--- src/irq_pkg.sv ---
// Package: shared constants and types for the interrupt request/acknowledge link
package irq_pkg;

  // ----------------------------------------------------------------------
  // Sizes and addresses
  // ----------------------------------------------------------------------
  localparam int unsigned NUM_SRC      = 8;
  localparam int unsigned SRC_W        = 3;
  localparam int unsigned LVL_W        = 3;
  localparam int unsigned ADDR_W       = 16;
  localparam logic [15:0] ACK_ADDR     = 16'h0000;
  localparam logic [15:0] SP_RESET     = 16'h0000;
  localparam logic [7:0]  CTRL_RESET   = 8'h00;

  // ----------------------------------------------------------------------
  // Control byte layout (one per source)
  // ----------------------------------------------------------------------
  localparam int unsigned LVL_LSB      = 0;
  localparam int unsigned PEND_BIT     = 3;
  localparam int unsigned POL_BIT      = 4;

  // ----------------------------------------------------------------------
  // Timing
  // ----------------------------------------------------------------------
  localparam int unsigned CLK_PERIOD_NS = 100;
  localparam int unsigned PIN_MIN_NS    = 1000;
  localparam int unsigned PIN_MIN_CYC   = (PIN_MIN_NS + CLK_PERIOD_NS - 1) / CLK_PERIOD_NS;
  localparam int unsigned FILTER_TAPS   = 3;
  localparam int unsigned REENABLE_GAP  = 2;

  typedef logic [NUM_SRC-1:0] src_vec_t;

endpackage : irq_pkg

--- src/irq_link_if.sv ---
// Interface: CPU-side link between the interrupt controller and the CPU end
`timescale 1ns/100ps
interface irq_link_if;
  import irq_pkg::*;
  logic                 irq_req;
  logic [SRC_W-1:0]     irq_num;
  logic [LVL_W-1:0]     irq_lvl;
  logic                 rd_en;
  logic                 ack_cycle;
  logic [ADDR_W-1:0]    rd_addr;
  logic [7:0]           rd_data;
  logic                 wr_en;
  logic [SRC_W-1:0]     wr_sel;
  logic [7:0]           wr_data;
  logic                 wr_rmw;
  logic                 gie;
  logic [15:0]          stack_pointer;

  // Controller end
  modport ctrl (output irq_req, irq_num, irq_lvl, rd_data, stack_pointer,
                input rd_en, ack_cycle, rd_addr, wr_en, wr_sel, wr_data, wr_rmw, gie);
  // CPU end
  modport cpu  (input irq_req, irq_num, irq_lvl, rd_data, stack_pointer,
                output rd_en, ack_cycle, rd_addr, wr_en, wr_sel, wr_data, wr_rmw, gie);
endinterface : irq_link_if

--- src/irq_ctrl.sv ---
// Module: interrupt request flags, priority and acknowledge read at 00000h
`timescale 1ns/100ps
module irq_ctrl
  import irq_pkg::*;
(
  // Clock and reset
  input  wire logic          REF_CLK,
  input  wire logic          RST_N,
  // Source events and pins
  input  wire irq_pkg::src_vec_t SRC_EVENT,
  input  wire irq_pkg::src_vec_t SRC_PIN,
  input  wire logic          FILTER_CLK_EN,
  // CPU link
  irq_link_if.ctrl           link
);
  import irq_pkg::*;

  // ----------------------------------------------------------------------
  // Notes for users of this block
  // ----------------------------------------------------------------------
  // Any read at the acknowledge address clears the winning flag, so a
  // program read there silently cancels a request.
  // Stack pointer is a fixed reset value; the CPU end must load its own
  // copy before interrupts are enabled.
  // A control write that changes polarity raises the flag one cycle
  // later; software clears it with a plain write afterwards.
  // Level 0 keeps a flag out of arbitration, but the flag still records.
  // Pin levels shorter than the filter window are dropped, not stored.
  // A plain control write loses an event that lands in the same cycle;
  // software must not rewrite a byte while its source can fire.

  // ----------------------------------------------------------------------
  // Per-source and shared state
  // ----------------------------------------------------------------------
  logic [7:0]        ctrl_r   [NUM_SRC];
  src_vec_t          pend_r;
  src_vec_t          pin_flt_r;
  src_vec_t          pin_prev_r;
  src_vec_t          pol_prev_r;
  logic              ack_rd;
  logic              stray_rd;
  logic [1:0]        flt_cnt_r [NUM_SRC];
  logic [15:0]       sp_r;
  logic [7:0]        rd_data_r;
  src_vec_t          set_vec;
  src_vec_t          clr_vec;
  src_vec_t          en_vec;
  logic [SRC_W-1:0]  top_num;
  logic [LVL_W-1:0]  top_lvl;
  logic              top_any;
  logic              zero_rd;

  // Read of the acknowledge address, by sequence or by program
  assign zero_rd = link.rd_en && (link.rd_addr == ACK_ADDR);

  // Acknowledge sequence read versus a program read of the same address
  assign ack_rd   = zero_rd && link.ack_cycle;
  assign stray_rd = zero_rd && !link.ack_cycle;

  // ----------------------------------------------------------------------
  // Per-source flag logic
  // ----------------------------------------------------------------------
  genvar g;
  generate
    for (g = 0; g < NUM_SRC; g++) begin : g_src
      wire logic pol      = ctrl_r[g][POL_BIT];
      wire logic pin_act  = pin_flt_r[g] ^ pol;
      wire logic prev_act = pin_prev_r[g] ^ pol;
      wire logic wr_me    = link.wr_en && (link.wr_sel == SRC_W'(g));
      wire logic pol_chg  = pol ^ pol_prev_r[g];
      // Active pin edge, event pulse or a polarity rewrite sets the flag
      assign set_vec[g] = SRC_EVENT[g] | (pin_act & ~prev_act) | pol_chg;
      // Plain writes of pending=0 clear; read-modify-write leaves flag alone
      assign clr_vec[g] = (wr_me && !link.wr_rmw && !link.wr_data[PEND_BIT])
                        | ((ack_rd || stray_rd) && top_any
                           && top_num == SRC_W'(g));
      // Level field zero keeps the flag out of arbitration
      assign en_vec[g]  = pend_r[g] && (ctrl_r[g][LVL_LSB +: LVL_W] != '0);

      // Polarity of the previous cycle; a rewrite of it raises the flag
      // once, which software then clears with a plain write
      always_ff @(posedge REF_CLK or negedge RST_N)
      begin
        if (!RST_N)
          pol_prev_r[g] <= CTRL_RESET[POL_BIT];
        else
          pol_prev_r[g] <= pol;
      end

      // Digital filter: level accepted after three equal filter samples
      always_ff @(posedge REF_CLK or negedge RST_N)
      begin
        if (!RST_N)
        begin
          flt_cnt_r[g] <= 2'h0;
          pin_flt_r[g] <= 1'b0;
        end
        else if (FILTER_CLK_EN)
        begin
          if (SRC_PIN[g] == pin_flt_r[g])
            flt_cnt_r[g] <= 2'h0;
          else if (flt_cnt_r[g] == 2'(FILTER_TAPS - 1))
          begin
            flt_cnt_r[g] <= 2'h0;
            pin_flt_r[g] <= SRC_PIN[g];
          end
          else
            flt_cnt_r[g] <= flt_cnt_r[g] + 2'h1;
        end
      end

      // Control byte: level and polarity; write lands one cycle after strobe
      always_ff @(posedge REF_CLK or negedge RST_N)
      begin
        if (!RST_N)
          ctrl_r[g] <= CTRL_RESET;
        else if (wr_me)
          ctrl_r[g] <= link.wr_data;
      end

      // Pending flag: a set in the same cycle as a clear wins, except that a
      // plain control write without rmw drops a coincident event
      always_ff @(posedge REF_CLK or negedge RST_N)
      begin
        if (!RST_N)
          pend_r[g] <= 1'b0;
        else if (set_vec[g] && !(wr_me && !link.wr_rmw))
          pend_r[g] <= 1'b1;
        else if (clr_vec[g])
          pend_r[g] <= 1'b0;
      end
    end
  endgenerate

  // ----------------------------------------------------------------------
  // Priority: highest level wins, lower number breaks ties
  // ----------------------------------------------------------------------
  always_comb
  begin
    top_any = 1'b0;
    top_num = '0;
    top_lvl = '0;
    for (int i = 0; i < NUM_SRC; i++)
    begin
      if (en_vec[i] && (!top_any || ctrl_r[i][LVL_LSB +: LVL_W] > top_lvl))
      begin
        top_any = 1'b1;
        top_num = SRC_W'(i);
        top_lvl = ctrl_r[i][LVL_LSB +: LVL_W];
      end
    end
  end

  // ----------------------------------------------------------------------
  // Stack pointer
  // ----------------------------------------------------------------------
  // Held at its reset value; the CPU end has no write path into it
  always_ff @(posedge REF_CLK or negedge RST_N)
  begin
    if (!RST_N)
      sp_r <= SP_RESET;
    else
      sp_r <= sp_r;
  end

  // ----------------------------------------------------------------------
  // Filtered pin history for edge detection
  // ----------------------------------------------------------------------
  // Reset level matches the idle low pin, so no false edge follows reset
  always_ff @(posedge REF_CLK or negedge RST_N)
  begin
    if (!RST_N)
      pin_prev_r <= '0;
    else
      pin_prev_r <= pin_flt_r;
  end

  // ----------------------------------------------------------------------
  // Acknowledge read data
  // ----------------------------------------------------------------------
  // Number and level captured at the read, held until the next read
  always_ff @(posedge REF_CLK or negedge RST_N)
  begin
    if (!RST_N)
      rd_data_r <= 8'h00;
    else if (zero_rd)
      rd_data_r <= {1'b0, top_lvl, 1'b0, top_num};
  end

  // ----------------------------------------------------------------------
  // Link outputs
  // ----------------------------------------------------------------------
  assign link.irq_req       = top_any;
  assign link.irq_num       = top_num;
  assign link.irq_lvl       = top_lvl;
  assign link.rd_data       = rd_data_r;
  assign link.stack_pointer = sp_r;

endmodule : irq_ctrl

--- src/flat_wrapper.sv ---
// flat-port wrapper written by rule: the top's interface ports become plain ports
module irq_ctrl_flat import irq_pkg::*;
  (REF_CLK, RST_N, SRC_EVENT, SRC_PIN, FILTER_CLK_EN, link_irq_req, link_irq_num, link_irq_lvl, link_rd_data, link_stack_pointer, link_rd_en, link_ack_cycle, link_rd_addr, link_wr_en, link_wr_sel, link_wr_data, link_wr_rmw, link_gie);
  irq_link_if link_i ();
  input  wire logic REF_CLK;
  input  wire logic RST_N;
  input  wire irq_pkg::src_vec_t SRC_EVENT;
  input  wire irq_pkg::src_vec_t SRC_PIN;
  input  wire logic FILTER_CLK_EN;
  output wire logic [$bits(link_i.irq_req)-1:0] link_irq_req;
  output wire logic [$bits(link_i.irq_num)-1:0] link_irq_num;
  output wire logic [$bits(link_i.irq_lvl)-1:0] link_irq_lvl;
  output wire logic [$bits(link_i.rd_data)-1:0] link_rd_data;
  output wire logic [$bits(link_i.stack_pointer)-1:0] link_stack_pointer;
  input wire logic [$bits(link_i.rd_en)-1:0] link_rd_en;
  input wire logic [$bits(link_i.ack_cycle)-1:0] link_ack_cycle;
  input wire logic [$bits(link_i.rd_addr)-1:0] link_rd_addr;
  input wire logic [$bits(link_i.wr_en)-1:0] link_wr_en;
  input wire logic [$bits(link_i.wr_sel)-1:0] link_wr_sel;
  input wire logic [$bits(link_i.wr_data)-1:0] link_wr_data;
  input wire logic [$bits(link_i.wr_rmw)-1:0] link_wr_rmw;
  input wire logic [$bits(link_i.gie)-1:0] link_gie;
  assign link_irq_req = link_i.irq_req;
  assign link_irq_num = link_i.irq_num;
  assign link_irq_lvl = link_i.irq_lvl;
  assign link_rd_data = link_i.rd_data;
  assign link_stack_pointer = link_i.stack_pointer;
  assign link_i.rd_en = link_rd_en;
  assign link_i.ack_cycle = link_ack_cycle;
  assign link_i.rd_addr = link_rd_addr;
  assign link_i.wr_en = link_wr_en;
  assign link_i.wr_sel = link_wr_sel;
  assign link_i.wr_data = link_wr_data;
  assign link_i.wr_rmw = link_wr_rmw;
  assign link_i.gie = link_gie;
  irq_ctrl u_core (.REF_CLK(REF_CLK), .RST_N(RST_N), .SRC_EVENT(SRC_EVENT), .SRC_PIN(SRC_PIN), .FILTER_CLK_EN(FILTER_CLK_EN), .link(link_i));
endmodule
--- config.mk ---
export PLATFORM = sky130hd
export DESIGN_NAME = irq_ctrl_flat
export DESIGN_NICKNAME = d
export VERILOG_FILES = /design/src/irq_pkg.sv /design/src/irq_link_if.sv /design/src/irq_ctrl.sv /design/src/flat_wrapper.sv
export SDC_FILE = /design/constraint.sdc
export NUM_CORES = 1
export LEC_CHECK = 0
export BUFFER_PORTS_ARGS = -buffer_cell sky130_fd_sc_hd__buf_4
export CELL_PAD_IN_SITES_DETAIL_PLACEMENT = 1
export CELL_PAD_IN_SITES_GLOBAL_PLACEMENT = 1
export CORE_MARGIN = 2
export CORE_UTILIZATION = 35
export DETAILED_ROUTE_END_ITERATION = 10
export PLACE_DENSITY_LB_ADDON = 0.1
export SLEW_MARGIN = 25
export SYNTH_ARGS = -nofsm -noshare
export SYNTH_HDL_FRONTEND = slang
export SYNTH_SLANG_ARGS = --single-unit
--- constraint.sdc ---
create_clock -name REF_CLK -period 11.8 [get_ports REF_CLK]
set_input_delay 2.36 -clock REF_CLK [delete_from_list [all_inputs] [get_ports REF_CLK]]
set_output_delay 2.36 -clock REF_CLK [all_outputs]
set_load 0.01 [all_outputs]
* Word-level counts from Yosys, hierarchy flattened
Index checks and enable logic that the tools add are counted.
** Cells by class
- Reduce and logical (&&, ||, !) cells :: 112
- Mux-type cells :: 55
- Bitwise gates (word level) :: 72
- Add/sub/neg operators :: 8
- $lt $le $gt $ge :: 7
- Equality and inequality tests :: 30
** Operators by type and width (number)
- 1-bit logical AND :: 59
- 2-bit 2-to-1 mux :: 18
- 3-bit 2-to-1 mux :: 12
- 1-bit 2-to-1 mux :: 25
- 3-bit == test, second input constant :: 8
- 1-bit bitwise OR :: 24
- 3-bit AND reduction :: 8
- 3-bit nonzero test :: 8
- 1-bit XOR :: 24
- 3-bit > comparator :: 7
- 1-bit zero test :: 18
- 2-bit by 1-bit adder with 2-bit output, second input constant :: 8
- 2-bit == test, second input constant :: 8
- 16-bit zero test :: 1
- 1-bit NOT :: 16
- 2-bit nonzero test :: 8
- 3-bit by 2-bit == test with 1-bit output, second input constant :: 4
- 1-bit bitwise AND :: 8
- 1-bit == test :: 8
- 1-bit logical OR :: 8
- 3-bit by 1-bit == test with 1-bit output, second input constant :: 2
- 3-bit zero test :: 2
** Word-level totals
- Register bits after elaboration :: 94
- Bits of input ports :: 51
- Logic and storage cells :: 326

* Depth between registers and ports, before layout
Gate-level depths: netlist of run 1.
- Depth in word-level cells :: 36
- Mapped depth :: 52
- Gate-level depth less buffers :: 51

* Least setup slack after synthesis of run 1
OpenSTA, ideal clock, no wires.
- Path type :: reg-to-output
- From :: reg u_core.pend_r[0]
- To :: out link_irq_lvl[0]
- Setup slack :: 0.706 ns
- Data required time :: 9.440 ns
- Buffers on the path :: 1
- Stages on the path, launching flop included :: 46
- Arrival time :: 8.734 ns
- Path through :: dfrtp_1 -> nand2_1 -> ha_1 -> a211oi_1 -> o311ai_0 -> a22o_1 -> ha_1 -> a211oi_1 -> o21ai_1 -> and3_1 -> a21o_1 -> ha_1 -> nand3_1 -> o21ai_0 -> or3b_1 -> o211ai_2 -> o211a_1 -> ha_1 -> (+10 left out) -> o21ai_1 -> a21o_1 -> o21a_1 -> a22oi_1 -> ha_1 -> nor2b_1 -> o21ai_0 -> a32oi_1 -> o21a_1 -> a221oi_2 -> or2_2 -> ha_1 -> nor2b_1 -> o21a_1 -> o21ai_0 -> a21o_1 -> o21ai_0 -> o32ai_2
** Between the ends
- Longest elaborated chain between the ends :: 30
- Elaborated cells on any way between the ends :: 44
- Classes of those cells :: 7 x order compare; 15 x mux; 22 x reduce/logical
** Ends and longest elaborated chain
- from (decl) :: line irq_ctrl.sv:36 : src_vec_t pend_r;
- from (signal, indexed assignment) :: line irq_ctrl.sv:126 : pend_r[g] <= 1'b0;
- from (signal, indexed assignment) :: line irq_ctrl.sv:128 : pend_r[g] <= 1'b1;
- from (signal, indexed assignment) :: line irq_ctrl.sv:130 : pend_r[g] <= 1'b0;
- 1-bit logical AND (*) :: line irq_ctrl.sv:78 : assign en_vec[g] = pend_r[g] && (ctrl_r[g][LVL_LSB +: LVL_W] != '0);
- 3-bit 2-to-1 mux or 1-bit 2-to-1 mux (tied branches) :: line irq_ctrl.sv:145 : if (en_vec[i] && (!top_any || ctrl_r[i][LVL_LSB +: LVL_W] > top_lvl))
- 3-bit > comparator or 1-bit zero test (tied branches) :: line irq_ctrl.sv:145
- 1-bit logical OR :: line irq_ctrl.sv:145
- 1-bit logical AND :: line irq_ctrl.sv:145
- 3-bit 2-to-1 mux or 1-bit 2-to-1 mux (tied branches) :: line irq_ctrl.sv:145
- 3-bit > comparator or 1-bit zero test (tied branches) :: line irq_ctrl.sv:145
- 1-bit logical OR :: line irq_ctrl.sv:145
- (+14 left out)
- 3-bit > comparator or 1-bit zero test (tied branches) :: line irq_ctrl.sv:145
- 1-bit logical OR :: line irq_ctrl.sv:145
- 1-bit logical AND :: line irq_ctrl.sv:145
- 3-bit 2-to-1 mux or 1-bit 2-to-1 mux (tied branches) :: line irq_ctrl.sv:145
- 3-bit > comparator or 1-bit zero test (tied branches) :: line irq_ctrl.sv:145
- 1-bit logical OR :: line irq_ctrl.sv:145
- 1-bit logical AND :: line irq_ctrl.sv:145
- 3-bit 2-to-1 mux (*) :: line irq_ctrl.sv:145
- to (decl) :: line flat_wrapper.sv:12 : output wire logic [$bits(link_i.irq_lvl)-1:0] link_irq_lvl;
Mark *: on every way between the ends. The rest lies on a longest branch, timed or not.

* Worst setup path after layout of run 1
Ends and elaborated chain as after synthesis.

==> results of run 1 <==
-- cell type report --
class,instances,area share (%)
well taps,180,3.46
flip-flops and latches,86,33.1
clock inverters,4,0.730
multi-input cells,374,44.9
clock buffers,11,3.72
repair buffers,108,12.7
inverters,25,1.44
-- repair_timing --
item,in CTS,in global routing
resized for setup,18,56
pin swaps,9,36
setup endpoints to repair,6,6
buffers inserted,8,21
-- cells in the final DEF (no fill, tap or decap), types with 3 or more instances in the layout --
cell / synthesis / routed
sky130_fd_sc_hd__nand3_1: 22 / 18
sky130_fd_sc_hd__o21a_1: 6 / 5
sky130_fd_sc_hd__inv_1: 25 / 23
sky130_fd_sc_hd__and3_1: 6 / 5
sky130_fd_sc_hd__o21ai_1: 4 / 5
sky130_fd_sc_hd__buf_6: 1 / 4
sky130_fd_sc_hd__o31a_1: 7 / 7
sky130_fd_sc_hd__o21ai_2: 2 / 8
sky130_fd_sc_hd__nand4_1: 4 / 4
sky130_fd_sc_hd__conb_1: 1 / 18
sky130_fd_sc_hd__nand3_2: 0 / 4
sky130_fd_sc_hd__buf_4: 18 / 104
sky130_fd_sc_hd__a21o_1: 3 / 3
sky130_fd_sc_hd__o31ai_1: 7 / 5
sky130_fd_sc_hd__ha_2: 0 / 3
sky130_fd_sc_hd__nor3_1: 13 / 13
sky130_fd_sc_hd__ha_4: 0 / 6
sky130_fd_sc_hd__nand4b_1: 3 / 3
sky130_fd_sc_hd__clkbuf_16: 0 / 9
sky130_fd_sc_hd__mux2i_1: 9 / 8
sky130_fd_sc_hd__nand2_2: 1 / 3
sky130_fd_sc_hd__xor2_1: 8 / 8
sky130_fd_sc_hd__nor2b_1: 22 / 21
sky130_fd_sc_hd__or2_2: 5 / 4
sky130_fd_sc_hd__o21ai_0: 24 / 16
sky130_fd_sc_hd__ha_1: 21 / 12
sky130_fd_sc_hd__o22ai_1: 15 / 14
sky130_fd_sc_hd__nor2_1: 10 / 10
sky130_fd_sc_hd__mux2_2: 35 / 35
sky130_fd_sc_hd__dfrtp_1: 86 / 84
sky130_fd_sc_hd__nand2b_1: 11 / 11
sky130_fd_sc_hd__a31oi_1: 10 / 9
sky130_fd_sc_hd__or3_1: 3 / 3
sky130_fd_sc_hd__nand2_1: 59 / 55
-- critical path: cells and delay by family, from the launching register on --
kind,cells,cell delay (ns)
DFF,1,0.47
adders and majority gates,7,1.69
AOI/OAI and AO/OA,27,4.40
buffers and inverters,4,0.61
and+or+nand+nor,11,1.54
-- state kept, by name, indices dropped and copies added, names as in the netlist --
register / cells
u_core.ctrl_r: 32
u_core.flt_cnt_r: 16
u_core.pend_r: 8
u_core.pin_flt_r: 8
u_core.pin_prev_r: 8
u_core.pol_prev_r: 8
u_core.link.rd_data: 6
-- stage by stage --
step | util (%) | worst slack [ns] | instances
after floorplan | - | 0.706 | 508
after global placement | 41.0 | 0.00505 | 744
after detailed placement | 41.0 | -0.242 | 744
after CTS | 43.9 | 0.0428 | 767
after global routing | 47.1 | -0.111 | 788
final | 47.1 | 0.358 | 788
-- worst max-delay path by stage --
| stage | from | to | slack [ns] | cells after the start |
|---|---|---|---|---|
| 2_1_floorplan | u_core.pend_r[0]$_DFFE_PN0P_ | link_irq_lvl[0] | 0.71 | 45 |
| 3_3_place_gp | u_core.pend_r[0]$_DFFE_PN0P_ | link_irq_lvl[0] | 0.005 | 46 |
| 3_5_place_dp | u_core.pend_r[0]$_DFFE_PN0P_ | link_irq_lvl[0] | -0.24 | 46 |
| 4_1_cts | u_core.pend_r[0]$_DFFE_PN0P_ | link_irq_lvl[0] | 0.04 | 49 |
| 5_1_grt | u_core.pend_r[0]$_DFFE_PN0P_ | link_irq_num[0] | -0.11 | 49 |
| 6_report | u_core.pend_r[0]$_DFFE_PN0P_ | link_irq_lvl[0] | 0.36 | 49 |
-- cell usage after synthesis, types with 8 or more instances --
cell	instances
sky130_fd_sc_hd__nor2_1	10
sky130_fd_sc_hd__xor2_1	8
sky130_fd_sc_hd__a31oi_1	10
sky130_fd_sc_hd__buf_4	18
sky130_fd_sc_hd__o21ai_0	24
sky130_fd_sc_hd__nand2b_1	11
sky130_fd_sc_hd__inv_1	25
sky130_fd_sc_hd__dfrtp_1	86
sky130_fd_sc_hd__o22ai_1	15
sky130_fd_sc_hd__ha_1	21
sky130_fd_sc_hd__nand3_1	22
sky130_fd_sc_hd__mux2i_1	9
sky130_fd_sc_hd__mux2_2	35
sky130_fd_sc_hd__nor2b_1	22
sky130_fd_sc_hd__nor3_1	13
sky130_fd_sc_hd__nand2_1	59
-- routing by layer --
layer  vias to the layer above  track usage [%]  wire (um)
li1                       1989                -          -
met1                      2073             23.3       6060
met4                         0             6.18        292
met5                         -                0          0
met3                        19             3.60        320
met2                        47             29.8       6610
-- logic make-up (layout without fill, tap and decap cells) --
family                   after synthesis  count (layout)  synth area share (%)
AO/OA/AOI/OAI                        113             113                  17.0
XOR/XNOR                               8               8                  1.42
adder cells (fa/ha/maj)               21              21                  5.31
buffers and inverters                 48             148                  5.18
flip-flops                            86              86                  43.5
multiplexers                          45              45                  10.1
other                                  1              18                0.0758
AND/OR/NAND/NOR                      169             169                  17.5
==> reports/summary.md, run 1 <==
The count of endpoints failing hold in the final timing report is 0, and the count of hold-fix buffers inserted at cts is 0. After legalization and detailed placement, the total HPWL measured 9810 um. For the effective utilization at floorplan, the log shows 35.8%. The cell at the slowest stage of the critical path was sky130_fd_sc_hd__dfrtp_2. The number of flip-flops and latches in the synthesized netlist was 86. TritonCTS built the clock tree. The floorplan step set the die height to 123 um.

Global routing finished with a remaining overflow of 0. The path type of the worst min-delay path is register to register. The hold path endpoint was u_core.pol_prev_r[6]$_DFF_PN0_. The count of pins over their slew limit came out at 0. In this design, the critical path's most frequently occurring cell is sky130_fd_sc_hd__o21ai_2. For the largest net degree at the start of global routing, the log shows 71.

The tool flagged a number of max-cap violations equal to 0. Once placement finished, the instance area stood at 5670 um2. Final hold analysis gives a worst-case slack of 0.423 ns.

The number of setup violations in the final report is 0, and the peak fanout along the critical path is 6. From synthesis to final layout, the design area changed by 31.7%. The max-slew headroom at the worst pin was 37.7%.

The number of antenna violations at the first check in global routing is 0, and the number of buffer cells added on primary ports is 58. In this run the number of H-tree levels came out at 3. Initial DRC count: 134.

The row count came out at 43. After routing the design area is 6520 um2. Among all flip-flop cells after synthesis, the most frequent one is sky130_fd_sc_hd__dfrtp_1.

After detailed routing, the average wire length per cell comes to 16.9 um. The endpoint arrival time on the critical path was 9.08 ns; the share of the yosys chip area belonging to registers was 43.5%. The library cell with the largest summed area after synthesis was sky130_fd_sc_hd__dfrtp_1. The run finished with clean final reports.

Fill cells in the final layout number 1522. The synthesized design contains 0 enable-type register cells. The mean cell area of the mapped netlist works out to 10.1 um2. The endpoint type of the worst setup path was a primary output. The number of global-route vias before repair is 4304. The sequential cells in the finished layout cover a total of 2150 um2. The accumulated negative setup slack came out at 0 ns. The type of the worst setup path was register to primary output. The clock reaches the later pin of the worst-skew pair after 0.33 ns. The tools report the upper clock frequency limit as 87.4 MHz. On the worst path, the slowest cell contributes a delay of 0.47 ns. The worst hold path begins at u_core.ctrl_r[12]$_DFFE_PN0P_. By area the synthesized netlist is led by sky130_fd_sc_hd__dfrtp_1 (43%), sky130_fd_sc_hd__mux2_2 (8.0%), sky130_fd_sc_hd__ha_1 (5.3%). In this run the horizontal extent of the chip is 123 um. Counting every instance in the synthesized netlist gives 491. After detailed routing, the number of remaining DRC violations is 0. The transition time of the tightest slew-check pin came out at 0.933 ns. The total area inside the core boundary comes to 13800 um2.

The clock transition at the registers of the reported paths was 0.06 ns; the number of warning messages in the yosys log was 0. The top cell type's share of synthesized area is 43.5%. The netlist uses 57 different library cells. The number of CTS-inserted buffers is 9.

Of the available clock period, the critical path in the final layout requires 97.0%. The count of cells along the worst hold path was 0; the wire length of the first global-routing pass was 21200 um. Counting flops with an async set or reset pin after synthesis yields a share of 100%. For the maximum buffer depth of the clock tree, the log shows 2. The share of final-layout standard cells stronger than drive strength 1 works out to 37.5%. For the finished layout, the period the worst path requires is 11.44 ns. Worst-case clock skew: 0.00347 ns.

For flop-to-flop paths, the worst setup slack is 2.33 ns. The sort of element at the start of the critical path is a register. Counting every sink on the clock net gives 86. The layout net count is 676, and the global routing usage summed across all routing layers is 17.9%. The logs give 13300 um for the detailed-route wire length and 0 for the antenna violation net count after detailed routing.

0 antenna diodes ended up in the layout. Data on the critical path is required at its endpoint by 9.44 ns. The worst flop-to-flop path endpoint is u_core.pend_r[0]$_DFFE_PN0P_. In this run the cell area of the synthesized design comes to 4950 um2.

The multi-input combinational cells in the finished layout cover a total of 2930 um2. For the number of top-level pins, the log shows 82. The routed layout has 4128 vias. For the placer's final routability congestion estimate, the log shows 0.854. Ratio of routed vias to standard cells: 5.24. The die area is 15100 um2. For this run, the detailed router's first-pass iteration total came to 4. The worst register-to-register path has a depth of 53. The CTS root buffer is sky130_fd_sc_hd__clkbuf_16. The startpoint identified for the worst register-to-register timing path is u_core.pend_r[0]$_DFFE_PN0P_.
Power of run 1 is not shown: default switching activity piles up to over one toggle a cycle in this logic, so the estimate is an artifact.
==> inputs of run 2 (changes only) <==
- CORE_UTILIZATION: 35 -> 44
==> reports/summary.md, run 2 (synthesis gave the netlist of run 1 again) <==
The final critical path time including I/O delays and setup is 11.81 ns, and the period utilization is 100%. The transition time of the tightest slew-check pin came out at 0.857 ns. The run finished, with violations left. Data on the critical path is required at its endpoint by 9.44 ns. Routability-driven placement finished with a final weighted congestion of 0.843.

The run gives 0 as the number of max-capacitance violations reported. From synthesis to final layout, the design area changed by 31.2%. In the layout the commonest cells are sky130_fd_sc_hd__buf_4 (100), sky130_fd_sc_hd__dfrtp_1 (85), sky130_fd_sc_hd__nand2_1 (55). In this run, post-CTS hold repair placed 0 buffers. The tools report the count of endpoints failing hold in the final timing report as 0. 0 antenna diodes ended up in the layout. Summed over all nets, the half-perimeter wirelength after detailed placement is 9720 um. The tools report the number of antenna violations at the first check in global routing as 0. The tools report the total core area as 10900 um2.

For the final worst setup slack, the log shows -0.00674 ns. The logs give -0.00674 ns for the accumulated negative setup slack and 54 for the largest net degree at the start of global routing. TritonCTS built the clock tree. The ratio of routed vias to standard cells is 5.66. Most common cell after layout, fill and taps aside: sky130_fd_sc_hd__buf_4. The checks that failed: negative setup slack. Timing analysis after detailed placement gives a worst setup slack of -0.172 ns. On the worst path, the slowest cell contributes a delay of 0.48 ns. Antenna violation net count after detailed routing: 0.

Summed over all layers, the routed wires come to 14300 um. Clock skew on the completed layout was measured at 0.0117 ns. The worst setup path is captured at a primary output.

The later pin in the worst-skew pair is clocked with a latency of 0.35 ns. After clock tree synthesis, the clock-pin slew on the worst setup and hold paths is 0.09 ns. In this design, the critical path's most frequently occurring cell is sky130_fd_sc_hd__o21ai_2.

The first global-routing pass estimated 20900 um of wire. 82 I/O pins were placed. Register name with the most flops: u_core.ctrl_r.

Measured against its own limit, the worst slew margin works out to 42.4%. Cells fill 59.6% of the core in the end. The type of the worst setup path is register to primary output.

The peak fanout along the critical path is 6, and the row count is 38. For this run the aggregate overflow at the end of global routing stands at 0. The initial DRC count was 190; the die area was 12100 um2. For the effective utilization at floorplan, the log shows 45.4%. The worst setup path is launched from a register. The die outline width is 110 um, and the count of vias placed by the detailed router is 4240.

The first detailed-routing pass took 4 iterations. H-tree depth: 3. The number of setup violations in the final report is 1, and the endpoint arrival time on the critical path is 9.45 ns. The detail-routed net length per standard cell was 19.1 um. Setup repair after global routing could not meet its margin everywhere. The logs give 86 for the TritonCTS sink count and 2 for the maximum buffer depth of the clock tree. The path type of the worst min-delay path is register to register. The register with the most flip-flops in the layout has 32 of them. After detailed routing, the number of remaining DRC violations is 0. In the final layout, the registers with the most flip-flops are u_core.ctrl_r (32), u_core.flt_cnt_r (16). The run gives 9 as the number of CTS-inserted buffers. The post-route netlist has 39.4% of its cells at a drive strength greater than 1. During placement, the flow inserted port buffers numbering 58. The count of pins over their slew limit was 0. The vertical die dimension is 110 um, and the global routing usage summed across all routing layers is 22.5%. The cell at the slowest stage of the critical path was sky130_fd_sc_hd__dfrtp_1.

The tools report the number of global-route vias before repair as 4294. CTS placed an instance of sky130_fd_sc_hd__clkbuf_8 at the clock tree root. The net count of the finished layout is 677. For the upper clock frequency limit, the log shows 84.7 MHz.
run 2: routing by layer:
layer	GRT usage, %	up-vias	routed length, um
li1	-	1991	-
met1	28.6	2147	6020
met2	39.8	74	7500
met3	2.76	28	434
met4	7.05	0	347
met5	0	-	0
run 2: worst max-delay path: cells and delay by family (launching register included):
kind,cells,cell delay (ns)
flops,1,0.48
fa+ha+maj,7,1.74
compound gates,27,4.73
buf+inv,7,0.95
simple gates,8,1.19
run 2: per-stage QoR:
stage          cell area, um2  cells  hold slack (ns)
5_1_grt                  6490    749            0.446
4_1_cts                  5880    724            0.433
2_1_floorplan            5010    508            0.390
3_5_place_dp             5600    700            0.416
3_3_place_gp             5580    699            0.398
6_report                 6490    749            0.422
run 2: final cells by class:
cell class	count	area (um2)
fill	1192	4400
timing repair buffer	109	861
inverter	25	93.8
sequential	86	2150
clock buffer	14	163
tap	140	175
clock inverter	1	5.00
multi-input combinational	374	3040
run 2: worst paths after layout:
kind,cells after the start,start,slack [ns],endpoint
max in group asynchronous,2,RST_N,9.12,u_core.ctrl_r[0]$_DFFE_PN0P_
worst min-delay path,0,u_core.ctrl_r[60]$_DFFE_PN0P_,0.42,u_core.pol_prev_r[0]$_DFF_PN0_
worst max-delay path,49,u_core.ctrl_r[56]$_DFFE_PN0P_,-0.007,link_irq_lvl[0]
worst max register to register,54,u_core.ctrl_r[56]$_DFFE_PN0P_,1.88,u_core.pend_r[0]$_DFFE_PN0P_
min in group asynchronous,1,RST_N,2.06,u_core.pol_prev_r[1]$_DFF_PN0_
worst min register to register,0,u_core.ctrl_r[60]$_DFFE_PN0P_,0.42,u_core.pol_prev_r[0]$_DFF_PN0_
run 2: what timing repair did:
action | CTS | global route
setup endpoints to repair | 6 | 6
buffers inserted | 9 | 25
gates resized for setup | 14 | 80
pin swaps | 9 | 43
Power of run 2 is left out for the same reason.
==> inputs of run 3 (changes only) <==
- CTS_BUF_LIST: default -> sky130_fd_sc_hd__clkbuf_16
==> reports/summary.md, run 3 (synthesis gave the netlist of run 1 again) <==
The count of endpoints failing hold in the final timing report is 0. Fill cells in the final layout number 1198. STA classifies the critical path endpoint as a primary output.

The run gives 12100 um2 as the die area. The clock transition at the registers of the reported paths was 0.06 ns; the placer's final routability congestion estimate was 0.843. The type of the worst setup path is register to primary output.

Relative to the synthesized area, the layout overhead comes to 31.9%. For this run, the slowest stage of the critical path takes 0.46 ns. The number of max-capacitance violations reported is 0, and the global routing usage summed across all routing layers is 23.1%.

After detailed routing, the number of vias per cell comes to 5.73. Before antenna repair, the detailed router went through 4 iterations. After detailed placement, the design holds a cell count of 700.

Critical path's top delay family: compound AO/OA/AOI/OAI gates. In this run the clock root is driven by a sky130_fd_sc_hd__clkbuf_16. The tools report the number of antenna violations at the first check in global routing as 0. The number of top-level pins came out at 82. In this run, the number of DRC markers left after iteration 0 of detailed routing was 135. Worst-case clock skew: 0.00725 ns. The cell at the slowest stage of the critical path is sky130_fd_sc_hd__dfrtp_2. The period utilization was 99.6%. In the layout the commonest cells are sky130_fd_sc_hd__buf_4 (101), sky130_fd_sc_hd__dfrtp_1 (85), sky130_fd_sc_hd__nand2_1 (55). In this run the number of cells on the critical path is 52. The core region is 10900 um2. Leaving out fill and tap cells, the most frequent cell in the layout is sky130_fd_sc_hd__buf_4. Vertical die dimension: 110 um. For this block, the via count after detailed routing is 4278. TritonCTS built the clock tree. Across all setup checks in the final design, the least slack found is 0.0519 ns. For this run, the post-layout net count is 675. The share of final-layout standard cells stronger than drive strength 1 was 38.4%; the logic depth of the worst register-to-register path was 55. After floorplanning, the core was divided into 38 placement rows.

The repair_antennas step left the layout with diodes totalling 0. The remaining design rule violation count was 0; the wire length of the first global-routing pass was 21400 um. The required time reported for the critical path endpoint was 9.44 ns. The peak fanout along the critical path works out to 6. The worst flop-to-flop path endpoint was u_core.pend_r[0]$_DFFE_PN0P_. The run gives 2 as the maximum buffer depth of the clock tree. For the upper clock frequency limit, the log shows 85.1 MHz. OpenSTA, run right after detailed placement, puts the worst setup slack at -0.172 ns. Setup violations remaining at the end of the flow were counted as 0. Setup repair after global routing could not meet its margin everywhere. The antenna violation net count after detailed routing is 0.

The logs give 4346 for the number of global-route vias before repair and 9.39 ns for the endpoint arrival time on the critical path. The H-tree generated during clock tree synthesis spans 3 levels. The run finished with clean final reports. In the final layout, the registers with the most flip-flops are u_core.ctrl_r (32), u_core.flt_cnt_r (16). The floorplan step set the die width to 110 um. Headroom to the max-slew limit came out at 33.7%.

The clock drives 86 sinks. The final critical path time including I/O delays and setup is 11.75 ns. Source of the worst register-to-register timing path: u_core.pend_r[0]$_DFFE_PN0P_. Summed over all layers, the routed wires come to 14500 um. In the final routed layout, each cell accounts on average for 19.5 um. Once detailed placement completed, the half-perimeter wirelength came to 9720 um. Together, buffers and inverters on the worst path number 9.

The source-to-sink clock delay at the later pin of the worst-skew pair is 0.33 ns, and the number of buffer cells added on primary ports is 58. STA classifies the critical path startpoint as a register. Tracing the worst setup path back leads to its startpoint at u_core.pend_r[0]$_DFFE_PN0P_. The met1 capacity usage during global routing was 28.9%. The minimum setup slack among reg-to-reg paths was 2.01 ns. The tightest min-delay check is of the register to register type. In this design, the critical path's most frequently occurring cell is sky130_fd_sc_hd__o21ai_2.

The number of flip-flops in the largest register is 32. Highest-utilization routing layer at the global route stage: met2. The run gives 41.6% as the met2 routing resource usage after global routing. The tools report the non-filler instance count after layout as 747. The capture point of the worst path is link_irq_lvl[0]. For the effective utilization at floorplan, the log shows 45.4%. The logs give 9 for the number of CTS-inserted buffers and 54 for the largest net degree at the start of global routing. The register name with the most flops is u_core.ctrl_r. The total grt overflow is 0, and the count of hold-fix buffers inserted at cts is 0.

At the pin with the least slew margin, the transition time is 0.992 ns. For the routing usage on met3, the log shows 3.47%. The tools report the count of pins over their slew limit as 0.
## run 3: cell count changes in the layout (fill, tap and decap cells not counted)
cell	delta
sky130_fd_sc_hd__clkbuf_8	-11
sky130_fd_sc_hd__buf_4	+1
sky130_fd_sc_hd__nor3b_1	+1
sky130_fd_sc_hd__clkinv_1	+2
sky130_fd_sc_hd__buf_6	-3
sky130_fd_sc_hd__nor3b_2	-1
sky130_fd_sc_hd__nor2b_1	+2
sky130_fd_sc_hd__inv_1	+3
sky130_fd_sc_hd__clkbuf_1	-3
sky130_fd_sc_hd__clkbuf_16	+9
sky130_fd_sc_hd__nor2b_4	-2
## run 3: worst min path at each step
stage | slack (ns) | cells past startpoint | startpoint | endpoint
after floorplan | 0.39 | 0 | u_core.ctrl_r[36]$_DFFE_PN0P_ | u_core.pol_prev_r[3]$_DFF_PN0_
after global placement | 0.40 | 0 | u_core.ctrl_r[20]$_DFFE_PN0P_ | u_core.pol_prev_r[5]$_DFF_PN0_
after detailed placement | 0.42 | 0 | u_core.ctrl_r[20]$_DFFE_PN0P_ | u_core.pol_prev_r[5]$_DFF_PN0_
after CTS | 0.43 | 0 | u_core.ctrl_r[20]$_DFFE_PN0P_ | u_core.pol_prev_r[5]$_DFF_PN0_
after global routing | 0.45 | 0 | u_core.ctrl_r[20]$_DFFE_PN0P_ | u_core.pol_prev_r[5]$_DFF_PN0_
final | 0.42 | 0 | u_core.ctrl_r[12]$_DFFE_PN0P_ | u_core.pol_prev_r[6]$_DFF_PN0_
## run 3: layer usage
metal	wire length [um]	share of wire, %
met1	6070	42
met2	7790	54
met3	409	2.8
met4	265	1.8
met5	0	0
## run 3: worst reg2reg max path, delay by kind of cell, from the launching register on
| family | cells | cell delay [ns] |
|---|---|---|
| buf+inv | 8 | 1.00 |
| compound gates | 27 | 4.46 |
| flops | 1 | 0.46 |
| fa+ha+maj | 7 | 1.67 |
| simple gates | 13 | 2.06 |
## run 3: timing repair
item / 4_1_cts / 5_1_grt
gates resized for setup: 13 / 75
buffers inserted: 9 / 23
endpoints found under the setup margin: 6 / 6
pin swaps: 9 / 42
## run 3: area by class of cell
class	instances	area [um2]	area share [%]
timing repair buffer	107	835	12.8
tap	140	175	2.68
clock buffer	9	225	3.45
inverter	25	93.8	1.44
clock inverter	6	23.8	0.364
multi-input combinational	374	3020	46.3
sequential	86	2150	33.0
## run 3: stage by stage
step           setup TNS, ns  hold slack (ns)  util (%)  area (um2)
2_1_floorplan              0            0.390         -        5010
3_3_place_gp               0            0.398      51.3        5580
3_5_place_dp          -0.472            0.416      51.4        5600
4_1_cts                    0            0.429      54.7        5960
5_1_grt                -1.18            0.447      59.9        6530
6_report                   0            0.424      59.9        6530
Power of run 3 is left out for the same reason.
